`src/logic/cil_pkg.sv`:
```
/*
 * shared constants and types for the configuration init and chain block.
 * assumes a 200 MHz system clock and an AXI4-Lite register master.
 */
`default_nettype none
package cil_pkg;
   // ***************************************************************
   // timing
   // ***************************************************************
   localparam int CLK_FREQ_MHZ    = 200;
   localparam int INT_OSC_MHZ     = 10;
   // internal oscillator emulated as a tick divided from clk_sys
   localparam int OSC_DIV         = CLK_FREQ_MHZ / INT_OSC_MHZ;
   localparam int INIT_CYCLES     = 3185;
   localparam int RESET_TMO_US    = 230;
   // longest time: rounds down
   localparam int RESET_TMO_CYC   = RESET_TMO_US * CLK_FREQ_MHZ;
   localparam int FLASH_PULSE_NS  = 100;
   // least time: rounds up
   localparam int FLASH_PULSE_CYC = (FLASH_PULSE_NS * CLK_FREQ_MHZ + 999) / 1000;
   localparam int TMO_W           = 17;
   localparam int CNT_W           = 12;
   localparam int DIV_W           = 5;
   // ***************************************************************
   // register map
   // ***************************************************************
   localparam int          ADDR_W    = 4;
   localparam logic [3:0]  OFF_CTRL  = 4'h0;
   localparam logic [3:0]  OFF_STAT  = 4'h4;
   localparam logic [3:0]  OFF_COUNT = 4'h8;
   localparam logic [2:0]  CTRL_RST  = 3'h0;
   localparam logic [1:0]  RESP_OKAY = 2'h0;
   localparam logic [1:0]  RESP_SLV  = 2'h2;
   // register selector
   typedef enum logic [1:0] {
      SEL_CTRL  = 2'h0,
      SEL_STAT  = 2'h1,
      SEL_COUNT = 2'h2,
      SEL_NONE  = 2'h3
   } cil_sel_t;
   // control register fields, bit 2 downward
   typedef struct packed {
      logic init_done_en;
      logic user_clk_sel;
      logic auto_restart;
   } cil_ctrl_t;
   // configuration stages
   typedef enum logic [2:0] {
      ST_RESET  = 3'h0,
      ST_CONFIG = 3'h1,
      ST_WAIT   = 3'h2,
      ST_INIT   = 3'h3,
      ST_USER   = 3'h4,
      ST_ERROR  = 3'h5
   } cil_state_t;
   // input synchroniser lanes
   localparam int SYNC_N   = 4;
   localparam int SY_RECFG = 0;
   localparam int SY_STAT  = 1;
   localparam int SY_DONE  = 2;
   localparam int SY_UCLK  = 3;
endpackage
`default_nettype wire

```
`src/logic/cil_config_init.sv`:
```
/*
 * configuration completion, initialisation, error recovery and chain
 * control, with an AXI4-Lite register slave.
 * assumes a bit loader on clk_sys reports done and frame errors, and
 * that board wiring resolves open-drain lines from the enables.
 */
// The AXI4-Lite interface to the registers and the address map were left to the implementer.
`timescale 1ns/1ps
`default_nettype none
// Contract
// - after all bits, release completion line; init waits for it high.
// - after configuration, serial memory pins become tri-stated inputs.
// - init clocked by internal 10 MHz oscillator or user clock.
// - internal oscillator supplies every init cycle with no external clock.
// - count 3185 init clocks after completion line high, then user mode.
// - configuration transfer is unaffected by the user start-up clock.
// - with user clock selected, init advances only on its edges.
// - init-complete pin low once enabled, released when init completes.
// - init-complete pin undriven during reset and early configuration.
// - user mode drops weak pull-ups and enables user I/O.
// - frame error drives status line low, completion stays low.
// - auto-restart pulses flash select, releases status within 230 us.
// - reconfig low resets device, pulls status and completion low.
// - reconfiguration begins after request high and status released.
// - chain-enable out driven low once own data is captured.
// - first device is active master, later devices passive slaves.
// - completion line released at hand-off; all start init together.
// - failing chain device drives status low; chain restarts.
// - stay in reset while request or status line is low.
module cil_config_init
   import cil_pkg::*;
#(
   parameter int RESET_TMO = RESET_TMO_CYC
) (
   // clock and reset
   input  wire logic              clk_sys,
   input  wire logic              rst,
   // axi4-lite write address
   input  wire logic [ADDR_W-1:0] s_axi_awaddr,
   input  wire logic              s_axi_awvalid,
   output logic                   s_axi_awready,
   // axi4-lite write data
   input  wire logic [31:0]       s_axi_wdata,
   input  wire logic [3:0]        s_axi_wstrb,
   input  wire logic              s_axi_wvalid,
   output logic                   s_axi_wready,
   // axi4-lite write response
   output logic [1:0]             s_axi_bresp,
   output logic                   s_axi_bvalid,
   input  wire logic              s_axi_bready,
   // axi4-lite read
   input  wire logic [ADDR_W-1:0] s_axi_araddr,
   input  wire logic              s_axi_arvalid,
   output logic                   s_axi_arready,
   output logic [31:0]            s_axi_rdata,
   output logic [1:0]             s_axi_rresp,
   output logic                   s_axi_rvalid,
   input  wire logic              s_axi_rready,
   // bit loader, same clock
   input  wire logic              cfg_bits_done,
   input  wire logic              cfg_frame_error,
   // reconfiguration request and user clock pins
   input  wire logic              reconfig_request_n,
   input  wire logic              user_startup_clock,
   // open-drain error status line
   input  wire logic              error_status_line_n_i,
   output logic                   error_status_line_n_o,
   output logic                   error_status_line_n_oe,
   // open-drain load complete line
   input  wire logic              load_complete_line_i,
   output logic                   load_complete_line_o,
   output logic                   load_complete_line_oe,
   // chain enable
   input  wire logic              chain_enable_in_n,
   output logic                   chain_enable_out_n_o,
   output logic                   chain_enable_out_n_oe,
   // init complete pin
   output logic                   init_done_o,
   output logic                   init_done_oe,
   // serial memory pins
   output logic                   flash_select_n_o,
   output logic                   flash_select_n_oe,
   output logic                   serial_pins_oe,
   // user i/o control
   output logic                   user_pullup_en,
   output logic                   user_io_en
);
   // ***************************************************************
   // input synchronisers
   // ***************************************************************
   logic [SYNC_N-1:0] pin_raw;
   logic [SYNC_N-1:0] sync1_reg;
   logic [SYNC_N-1:0] sync2_reg;
   logic              uclk_d_reg;
   logic              chain_s1_reg;
   logic              chain_s2_reg;
   assign pin_raw[SY_RECFG] = reconfig_request_n;
   assign pin_raw[SY_STAT]  = error_status_line_n_i;
   assign pin_raw[SY_DONE]  = load_complete_line_i;
   assign pin_raw[SY_UCLK]  = user_startup_clock;
   genvar gi;
   generate
      for (gi = 0; gi < SYNC_N; gi++) begin : g_sync
         always_ff @(posedge clk_sys) begin
            sync1_reg[gi] <= rst ? 1'b1 : pin_raw[gi];
            sync2_reg[gi] <= rst ? 1'b1 : sync1_reg[gi];
         end
      end
   endgenerate
   always_ff @(posedge clk_sys) begin
      uclk_d_reg   <= rst ? 1'b1 : sync2_reg[SY_UCLK];
      chain_s1_reg <= rst ? 1'b1 : chain_enable_in_n;
      chain_s2_reg <= rst ? 1'b1 : chain_s1_reg;
   end
   wire recfg_s = sync2_reg[SY_RECFG];
   wire stat_s  = sync2_reg[SY_STAT];
   wire done_s  = sync2_reg[SY_DONE];
   wire chain_s = ~chain_s2_reg;
   // ***************************************************************
   // initialisation clock
   // ***************************************************************
   cil_ctrl_t        ctrl_reg;
   logic [DIV_W-1:0] div_reg;
   logic [DIV_W-1:0] div_next;
   wire osc_tick  = (div_reg == DIV_W'(OSC_DIV - 1));
   wire uclk_rise = sync2_reg[SY_UCLK] & ~uclk_d_reg;
   // free-running divider needs no external clock
   assign div_next = osc_tick ? '0 : div_reg + 1'b1;
   // user clock only matters here, never during loading
   wire init_tick = ctrl_reg.user_clk_sel ? uclk_rise : osc_tick;
   always_ff @(posedge clk_sys) begin
      div_reg <= rst ? '0 : div_next;
   end
   // ***************************************************************
   // stage sequencer
   // ***************************************************************
   cil_state_t       state_reg;
   cil_state_t       state_next;
   logic [CNT_W-1:0] cnt_reg;
   logic [CNT_W-1:0] cnt_next;
   logic [TMO_W-1:0] tmo_reg;
   logic [TMO_W-1:0] tmo_next;
   wire init_last = (cnt_reg == CNT_W'(INIT_CYCLES - 1));
   wire tmo_last  = (tmo_reg == TMO_W'(RESET_TMO - 1));
   // loader done only counts while this device holds the chain token
   wire bits_done = cfg_bits_done & chain_s;
   always_comb begin
      state_next = state_reg;
      unique case (state_reg)
         ST_RESET:
            // both lines must be high to leave
            if (recfg_s && stat_s) begin
               state_next = ST_CONFIG;
            end
         ST_CONFIG:
            if (!stat_s) begin
               state_next = ST_RESET;
            end else if (cfg_frame_error) begin
               state_next = ST_ERROR;
            end else if (bits_done) begin
               state_next = ST_WAIT;
            end
         ST_WAIT:
            if (!stat_s) begin
               state_next = ST_RESET;
            end else if (done_s) begin
               state_next = ST_INIT;
            end
         ST_INIT:
            if (!stat_s) begin
               state_next = ST_RESET;
            end else if (init_tick && init_last) begin
               state_next = ST_USER;
            end
         ST_USER:
            state_next = ST_USER;
         ST_ERROR:
            if (ctrl_reg.auto_restart && tmo_last) begin
               state_next = ST_RESET;
            end
         default:
            state_next = ST_RESET;
      endcase
      // request low wins from any stage
      if (!recfg_s) begin
         state_next = ST_RESET;
      end
   end
   // counter held at zero outside init, cleared on any exit
   assign cnt_next = (state_reg != ST_INIT || state_next != ST_INIT) ? '0 :
                     init_tick ? cnt_reg + 1'b1 : cnt_reg;
   assign tmo_next = (state_reg != ST_ERROR) ? '0 :
                     tmo_last ? tmo_reg : tmo_reg + 1'b1;
   always_ff @(posedge clk_sys) begin
      state_reg <= rst ? ST_RESET : state_next;
      cnt_reg   <= rst ? '0 : cnt_next;
      tmo_reg   <= rst ? '0 : tmo_next;
   end
   // ***************************************************************
   // pin drive, registered from the next stage
   // ***************************************************************
   wire in_rst  = (state_next == ST_RESET);
   wire in_cfg  = (state_next == ST_CONFIG);
   wire in_err  = (state_next == ST_ERROR);
   wire in_user = (state_next == ST_USER);
   wire handed  = (state_next == ST_WAIT) || (state_next == ST_INIT) || in_user;
   wire [TMO_W-1:0] tmo_n = (state_reg == ST_ERROR) ? tmo_next : '0;
   // status low on error and while the request is held
   wire stat_oe_n = in_err || (in_rst && !recfg_s);
   // completion held low until own data is in
   wire done_oe_n = !handed;
   // option bit drives low only while waiting for completion high and while initialising
   wire idone_n   = ctrl_reg.init_done_en &&
                    ((state_next == ST_WAIT) || (state_next == ST_INIT));
   // high pulse on flash select resets the memory
   wire fpulse_n  = in_err && (tmo_n < TMO_W'(FLASH_PULSE_CYC));
   logic zero_reg;
   always_ff @(posedge clk_sys) begin
      zero_reg               <= 1'b0;
      error_status_line_n_oe <= rst ? 1'b1 : stat_oe_n;
      load_complete_line_oe  <= rst ? 1'b1 : done_oe_n;
      chain_enable_out_n_oe  <= rst ? 1'b0 : handed;
      init_done_oe           <= rst ? 1'b0 : idone_n;
      flash_select_n_oe      <= rst ? 1'b0 : (in_cfg || fpulse_n);
      flash_select_n_o       <= rst ? 1'b1 : fpulse_n;
      serial_pins_oe         <= rst ? 1'b0 : in_cfg;
      user_pullup_en         <= rst ? 1'b1 : !in_user;
      user_io_en             <= rst ? 1'b0 : in_user;
   end
   assign error_status_line_n_o = zero_reg;
   assign load_complete_line_o  = zero_reg;
   assign chain_enable_out_n_o  = zero_reg;
   assign init_done_o           = zero_reg;
   // ***************************************************************
   // register slave
   // ***************************************************************
   function automatic cil_sel_t reg_sel(input logic [ADDR_W-1:0] a);
      unique case (a)
         OFF_CTRL:  reg_sel = SEL_CTRL;
         OFF_STAT:  reg_sel = SEL_STAT;
         OFF_COUNT: reg_sel = SEL_COUNT;
         default:   reg_sel = SEL_NONE;
      endcase
   endfunction
   logic              aw_held_reg;
   logic              w_held_reg;
   logic [ADDR_W-1:0] aw_addr_reg;
   logic [31:0]       w_data_reg;
   logic [3:0]        w_strb_reg;
   wire aw_hs = s_axi_awvalid & s_axi_awready;
   wire w_hs  = s_axi_wvalid & s_axi_wready;
   wire ar_hs = s_axi_arvalid & s_axi_arready;
   wire aw_ok = aw_held_reg | aw_hs;
   wire w_ok  = w_held_reg | w_hs;
   wire do_wr = aw_ok & w_ok & ~s_axi_bvalid;
   wire [ADDR_W-1:0] wa = aw_held_reg ? aw_addr_reg : s_axi_awaddr;
   wire [31:0]       wd = w_held_reg ? w_data_reg : s_axi_wdata;
   wire [3:0]        ws = w_held_reg ? w_strb_reg : s_axi_wstrb;
   wire cil_sel_t    wsel = reg_sel(wa);
   wire cil_sel_t    rsel = reg_sel(s_axi_araddr);
   wire aw_held_n = aw_ok & ~do_wr;
   wire w_held_n  = w_ok & ~do_wr;
   wire bvalid_n  = do_wr | (s_axi_bvalid & ~s_axi_bready);
   wire rvalid_n  = ar_hs | (s_axi_rvalid & ~s_axi_rready);
   wire ctrl_wr   = do_wr & (wsel == SEL_CTRL) & ws[0];
   wire [31:0] stat_word = {26'h0, recfg_s, stat_s, done_s, state_reg};
   wire [31:0] rd_word =
      (rsel == SEL_CTRL)  ? {29'h0, ctrl_reg} :
      (rsel == SEL_STAT)  ? stat_word :
      (rsel == SEL_COUNT) ? {20'h0, cnt_reg} : 32'h0;
   always_ff @(posedge clk_sys) begin
      aw_held_reg   <= rst ? 1'b0 : aw_held_n;
      w_held_reg    <= rst ? 1'b0 : w_held_n;
      s_axi_awready <= rst ? 1'b0 : ~aw_held_n & ~bvalid_n;
      s_axi_wready  <= rst ? 1'b0 : ~w_held_n & ~bvalid_n;
      s_axi_bvalid  <= rst ? 1'b0 : bvalid_n;
      s_axi_arready <= rst ? 1'b0 : ~rvalid_n;
      s_axi_rvalid  <= rst ? 1'b0 : rvalid_n;
      ctrl_reg      <= rst ? cil_ctrl_t'(CTRL_RST) :
                       ctrl_wr ? cil_ctrl_t'(wd[2:0]) : ctrl_reg;
   end
   always_ff @(posedge clk_sys) begin
      if (aw_hs) begin
         aw_addr_reg <= s_axi_awaddr;
      end
      if (w_hs) begin
         w_data_reg <= s_axi_wdata;
         w_strb_reg <= s_axi_wstrb;
      end
   end
   // only the control word is writable; other writes and unmapped reads answer slverr
   always_ff @(posedge clk_sys) begin
      if (rst) begin
         s_axi_bresp <= RESP_OKAY;
         s_axi_rresp <= RESP_OKAY;
         s_axi_rdata <= '0;
      end else begin
         if (do_wr) begin
            s_axi_bresp <= (wsel == SEL_CTRL) ? RESP_OKAY : RESP_SLV;
         end
         if (ar_hs) begin
            s_axi_rresp <= (rsel == SEL_NONE) ? RESP_SLV : RESP_OKAY;
            s_axi_rdata <= rd_word;
         end
      end
   end
endmodule
`default_nettype wire

```
`config.mk`:
```
export PLATFORM = sky130hd
export DESIGN_NAME = cil_config_init
export DESIGN_NICKNAME = d
export VERILOG_FILES = /design/src/logic/cil_pkg.sv /design/src/logic/cil_config_init.sv
export SDC_FILE = /design/constraint.sdc
export NUM_CORES = 1
export LEC_CHECK = 0
export ABC_AREA = 1
export BUFFER_PORTS_ARGS = -buffer_cell sky130_fd_sc_hd__buf_2
export CORE_MARGIN = 2
export CORE_UTILIZATION = 45
export DETAILED_ROUTE_END_ITERATION = 12
export PLACE_DENSITY = 0.73
export SYNTH_ARGS = -nofsm -noshare
export SYNTH_HDL_FRONTEND = slang
export SYNTH_SLANG_ARGS = --single-unit
```
`constraint.sdc`:
```
create_clock -name clk_sys -period 1.8 [get_ports clk_sys]
set_input_delay 0.09 -clock clk_sys [delete_from_list [all_inputs] [get_ports clk_sys]]
set_output_delay 0.09 -clock clk_sys [all_outputs]
set_load 0.02 [all_outputs]
```
Word-level counts from Yosys, hierarchy flattened

Cells that the tools add are included.

Register bits after elaboration: 111
Latch bits: 0
RAM bits: 0
Memory bits (read-only): 0
Input port bits: 58
Output and inout port bits: 54
Logic and storage cells: 143
Memories kept: 0

Add/subtract/negate cells: 3
Multipliers: 0
Div/mod/pow operators: 0
Magnitude comparators: 1
Equality and inequality tests: 23
Shift operators: 0
Mux-type cells: 25
Bitwise logic cells: 29
Reductions and logical operators: 22

Operators by type and width:

| kind                    | count |
|---|---|
| $mux W17                | 3 |
| $mux W12                | 3 |
| $mux W3                 | 11 |
| $pmux W3 S6             | 1 |
| $add A17 B1 Y17 const B | 1 |
| $eq A17 B16 Y1 const B  | 1 |
| $lt A17 B5 Y1 const B   | 1 |
| $and A1 B1 Y1           | 15 |
| $add A12 B1 Y12 const B | 1 |
| $eq A12 B12 Y1 const B  | 1 |
| $eq A3 B2 Y1 const B    | 4 |
| $eq A3 B3 Y1 const B    | 4 |
| $pmux W2 S3             | 2 |
| $not A1 Y1              | 10 |
| $eq A4 B3 Y1 const B    | 2 |
| $eq A4 B4 Y1 const B    | 2 |
| $logic_not A4 Y1        | 2 |
| $eq A3 B1 Y1 const B    | 2 |
| $logic_and A1 B1 Y1     | 6 |
| $logic_not A3 Y1        | 2 |
| $ne A3 B2 Y1 const B    | 2 |
| $add A5 B1 Y5 const B   | 1 |
| $eq A5 B5 Y1 const B    | 1 |
| $logic_or A1 B1 Y1      | 5 |
| 10 further kinds        | 20 |

Logic depth before layout (Yosys ltp)

Depth in word-level cells: 12
Mapped depth: 16
Mapped depth without buffers: 16

Worst setup path before layout

No wires, ideal clock.

Path type: reg2reg
Start point: register tmo_reg[0]
End point: register cnt_reg[7]
Setup time: 0.115 ns
Arrival: 1.574 ns
Data required time: 1.685 ns
Path slack: 0.111 ns
Stages on the path, launching flop included: 14
Buffers on the path: 1
Period minus slack after synthesis: 1.689 ns
Cells stage by stage: dfxtp_1 > ha_1 > nand2_2 > inv_2 > nand2_1 > nor2_2 > nand2_2 > o21ai_2 > nand3_2 > nand2_4 > nor2_4 > nand2_4 > buf_8 > nor2_1

Longest elaborated chain between the ends: 8

Ends and longest elaborated chain:

| what                              | RTL line               | text |
|---|---|---|
| start: declaration                | cil_config_init.sv:141 | `logic [TMO_W-1:0] tmo_reg;` |
| start signal: assignment          | cil_config_init.sv:197 | `tmo_reg <= rst ? '0 : tmo_next;` |
| $eq A17 B16 Y1                    | cil_config_init.sv:144 | `wire tmo_last = (tmo_reg == TMO_W'(RESET_TMO - 1));` |
| $logic_and A1 B1 Y1               | cil_config_init.sv:178 | `if (ctrl_reg.auto_restart && tmo_last) begin` |
| $mux W3                           | cil_config_init.sv:178 |  |
| $pmux W3 S6                       | cil_config_init.sv:149 | `unique case (state_reg)` |
| $mux W3                           | cil_config_init.sv:185 | `if (!recfg_s) begin` |
| $ne A3 B2 Y1                      | cil_config_init.sv:190 | `assign cnt_next = (state_reg != ST_INIT \|\| state_next != ST_INIT) ? '0 :` |
| $logic_or A1 B1 Y1                | cil_config_init.sv:190 |  |
| $reduce_or A2 Y1 (no source line) | -                      |  |
| end signal: assignment            | cil_config_init.sv:196 | `cnt_reg <= rst ? '0 : cnt_next;` |
| end: declaration                  | cil_config_init.sv:139 | `logic [CNT_W-1:0] cnt_reg;` |

No other way between the ends.
A chain may end at the register's enable or synchronous reset.

Worst setup path in the final report

Start point: register tmo_reg[1]
End point: register cnt_reg[2]

The elaborated chain is that of the path after synthesis.

==> metrics <==
CP Class reg2reg; slowest CP cell dfxtp_4; min cycle time layout 1.75 ns; R2R Setup Slk 0.05 ns; n_diodes 0; Hold Path Cell Cnt 3; CP Launch Type flop; Final Cycle Share 97.1%; Worst Max-Slew Pin Slew 0.611 ns; Die Y 100 um; Peak VDD IR 0.000559 V; CTS tree yes; min-delay src s_axi_araddr[3]; final setup vio count 0; Power Density 785 nW/um^2; Post-synth EDFFs 8; dominant cell type by area after synthesis dfxtp_1; Synth top cells by count nand2_1, nor2_1, dfxtp_1; FF+latch area 1880 sq um; remaining antenna violation count after routing 0; Cells after Synth 578; Worst-Skew Late Latency 0.36 ns; Leakage 0.00228 uW; core area 9110 sq um; initial core utilization 45.8%; Core Util, Final 57.1%; combinational power share 11.1%; die area 10,100 sq um; Synth Warn # 0; DR vias/cell 4.93; worst endpoint data arrival time 2.03 ns; initial antenna violation count 0; cell with the most instances after synthesis nand2_1; CP endpoint kind flop; Fin. Hold Viols 0; Yosys cell types 35; vias in the first global route 3,595; class of the worst hold path in2reg; root buffer cell clkbuf_8; DRT Pass-1 Iters 4; RePlAce Congestion 0.854; layout cell share with drive strength beyond 1 28.9%; RSZ-0062 raised after global routing true; Fmax 572 MHz; GR Util All Layers 18.9%; Slew Viols, Final 0; max reg flops 17; DRT Wirelength 9820 um; IO Port Bufs 53; first-pass GRT wire length 15,400 um; Final Power 4090 uW; ys async rst share 0%; Main synth FF type dfxtp_1; Top Ports 112; clock share of power 37.2%; remaining global-route overflow 0; std cell rows 35; CTS Sinks 89; number of cells on the worst reg-to-reg path 12; Setup Skew 0.0174 ns; Layout Nets 729; CTS buffer count 9; Iteration-0 DRC Markers 200; end of the worst register-to-register path cnt_reg[2]$_SDFFE_PP0P_; post-synthesis register bit count 89; pin count of the biggest net entering global routing 31; synth top area cells dfxtp_1, nand2_1, nor2_1, edfxtp_1, inv_1; Critical Path Max Stage Delay 0.37 ns; outcome completed; Sw Pwr 1080 uW; drc violations 0; P_int 3010 uW; Longest Clk Path Bufs 2; Seq/Total Area, Yosys 44.6%; R2R Path Start tmo_reg[1]$_SDFF_PP0_; area delta synth->final 24.8%; Die Span X 100 um; htree depth 3; Rel. slew slack 59.3%; required time worst endpoint 2.08 ns; area of the multi-input gates 2130 sq um; Vias 3,857; Synth top area share 38.9%; Hold EP s_axi_rresp[1]$_SDFFE_PP0P_; crit path max fanout 6; CP Cell Sequence ha_4 -> nand2_4 -> inv_2 -> nand2_2 -> nor2_4 -> nand2_2 -> o21ai_4 -> nand3_4 -> nand2_4 -> nor2_4 -> nand2_4 -> nor3_1; DPL Wire Length 6740 um; most used cell, CP nand2_4; drt wl/cell 12.5 um; Clock transition at path regs 0.09 ns; Net Sw Frac 26.4%; Max-Cap Viols 0; Fillers 839; cell area after synthesis 4170 sq um; Syn Area/Cell 7.21 sq um; Sequential Power Share 51.7%
[power groups by stage]
stage | sequential [uW] | clock, uW | combinational (uW)
2_1_floorplan | 2200 | 0 | 275
4_1_cts | 2110 | 1550 | 419
5_1_grt | 2120 | 1620 | 500
3_5_place_dp | 2160 | 0 | 396
6_report | 2110 | 1520 | 453
3_3_place_gp | 2160 | 0 | 385
[per-stage QoR]
step                std cells  area [sq um]  hold slack, ns  setup slack [ns]  setup TNS [ns]
global route              783          5200          0.0344           -0.0369          -0.375
floorplan                 603          4260           0.189             0.111               0
CTS                       775          4900         0.00859          -0.00196        -0.00196
detailed placement        742          4510           0.279           -0.0178         -0.0321
finish                    783          5200          0.0237            0.0524               0
global placement          742          4510           0.276            0.0364               0
[worst max path at each step]
| stage | start | end | slack (ns) | depth (start not counted) |
|---|---|---|---|---|
| 2_1_floorplan | tmo_reg[0]$_SDFF_PP0_ | cnt_reg[7]$_SDFFE_PP0P_ | 0.11 | 13 |
| 3_3_place_gp | div_reg[0]$_SDFF_PP0_ | cnt_reg[11]$_SDFFE_PP0P_ | 0.04 | 12 |
| 3_5_place_dp | div_reg[0]$_SDFF_PP0_ | load_complete_line_oe$_SDFF_PP1_ | -0.02 | 12 |
| 4_1_cts | div_reg[0]$_SDFF_PP0_ | load_complete_line_oe$_SDFF_PP1_ | -0.002 | 12 |
| 5_1_grt | tmo_reg[7]$_SDFF_PP0_ | cnt_reg[0]$_SDFFE_PP0P_ | -0.04 | 11 |
| 6_report | tmo_reg[1]$_SDFF_PP0_ | cnt_reg[2]$_SDFFE_PP0P_ | 0.05 | 12 |
[cell families after synthesis]
kind of cell	synth area share, %
other	0.0899
flip-flops	44.6
XOR/XNOR	1.05
AO/OA/AOI/OAI	7.62
buffers and inverters	12.5
AND/OR/NAND/NOR	32.9
adder cells (fa/ha/maj)	1.20
[worst max-delay path: cells and delay by family, from the launching register on]
family                   cells  cell delay, ns
AO/OA/AOI/OAI                1            0.09
adder cells (fa/ha/maj)      1            0.17
buffers and inverters        1            0.05
flip-flops                   1            0.37
AND/OR/NAND/NOR              9            0.99
[cells in the final DEF (no fill, tap or decap), drive strengths merged, types with 3 or more instances in the layout]
cell         count
nor3            14
clkbuf           9
dlygate4sd3     13
nor2            95
edfxtp           8
nand2          138
o21ai           18
nand4            9
buf             76
dfxtp           81
conb            26
ha               4
nand3           44
inv             73
o22ai            5
a21oi           30
xor2             3
clkinv           3
or2             11
o21bai           3
[timing repair]
action / in CTS / in global routing
buffers inserted: 4 / 7
resized for setup: 5 / 74
hold buffers: 13 / 0
pin swaps: 2 / 25
gates cloned: 0 / 1
endpoints found under the hold margin: 13 / 0
endpoints found under the setup margin: 6 / 22
[routing by layer]
layer	GRT usage (%)	vias to the layer above	wire [um]
met2	33.2	139	4860
li1	-	1947	-
met5	0	-	0
met4	7.69	0	175
met3	4.81	17	603
met1	21.9	1754	4180
[cell type report]
| cell class | count | area share, % |
|---|---|---|
| clock buffers | 9 | 2.38 |
| clock inverters | 7 | 1.80 |
| inverters | 72 | 5.24 |
| multi-input cells | 406 | 40.9 |
| flip-flops and latches | 89 | 36.1 |
| well taps | 111 | 2.67 |
| repair buffers | 89 | 10.9 |
(Power assumes the default switching activity.)
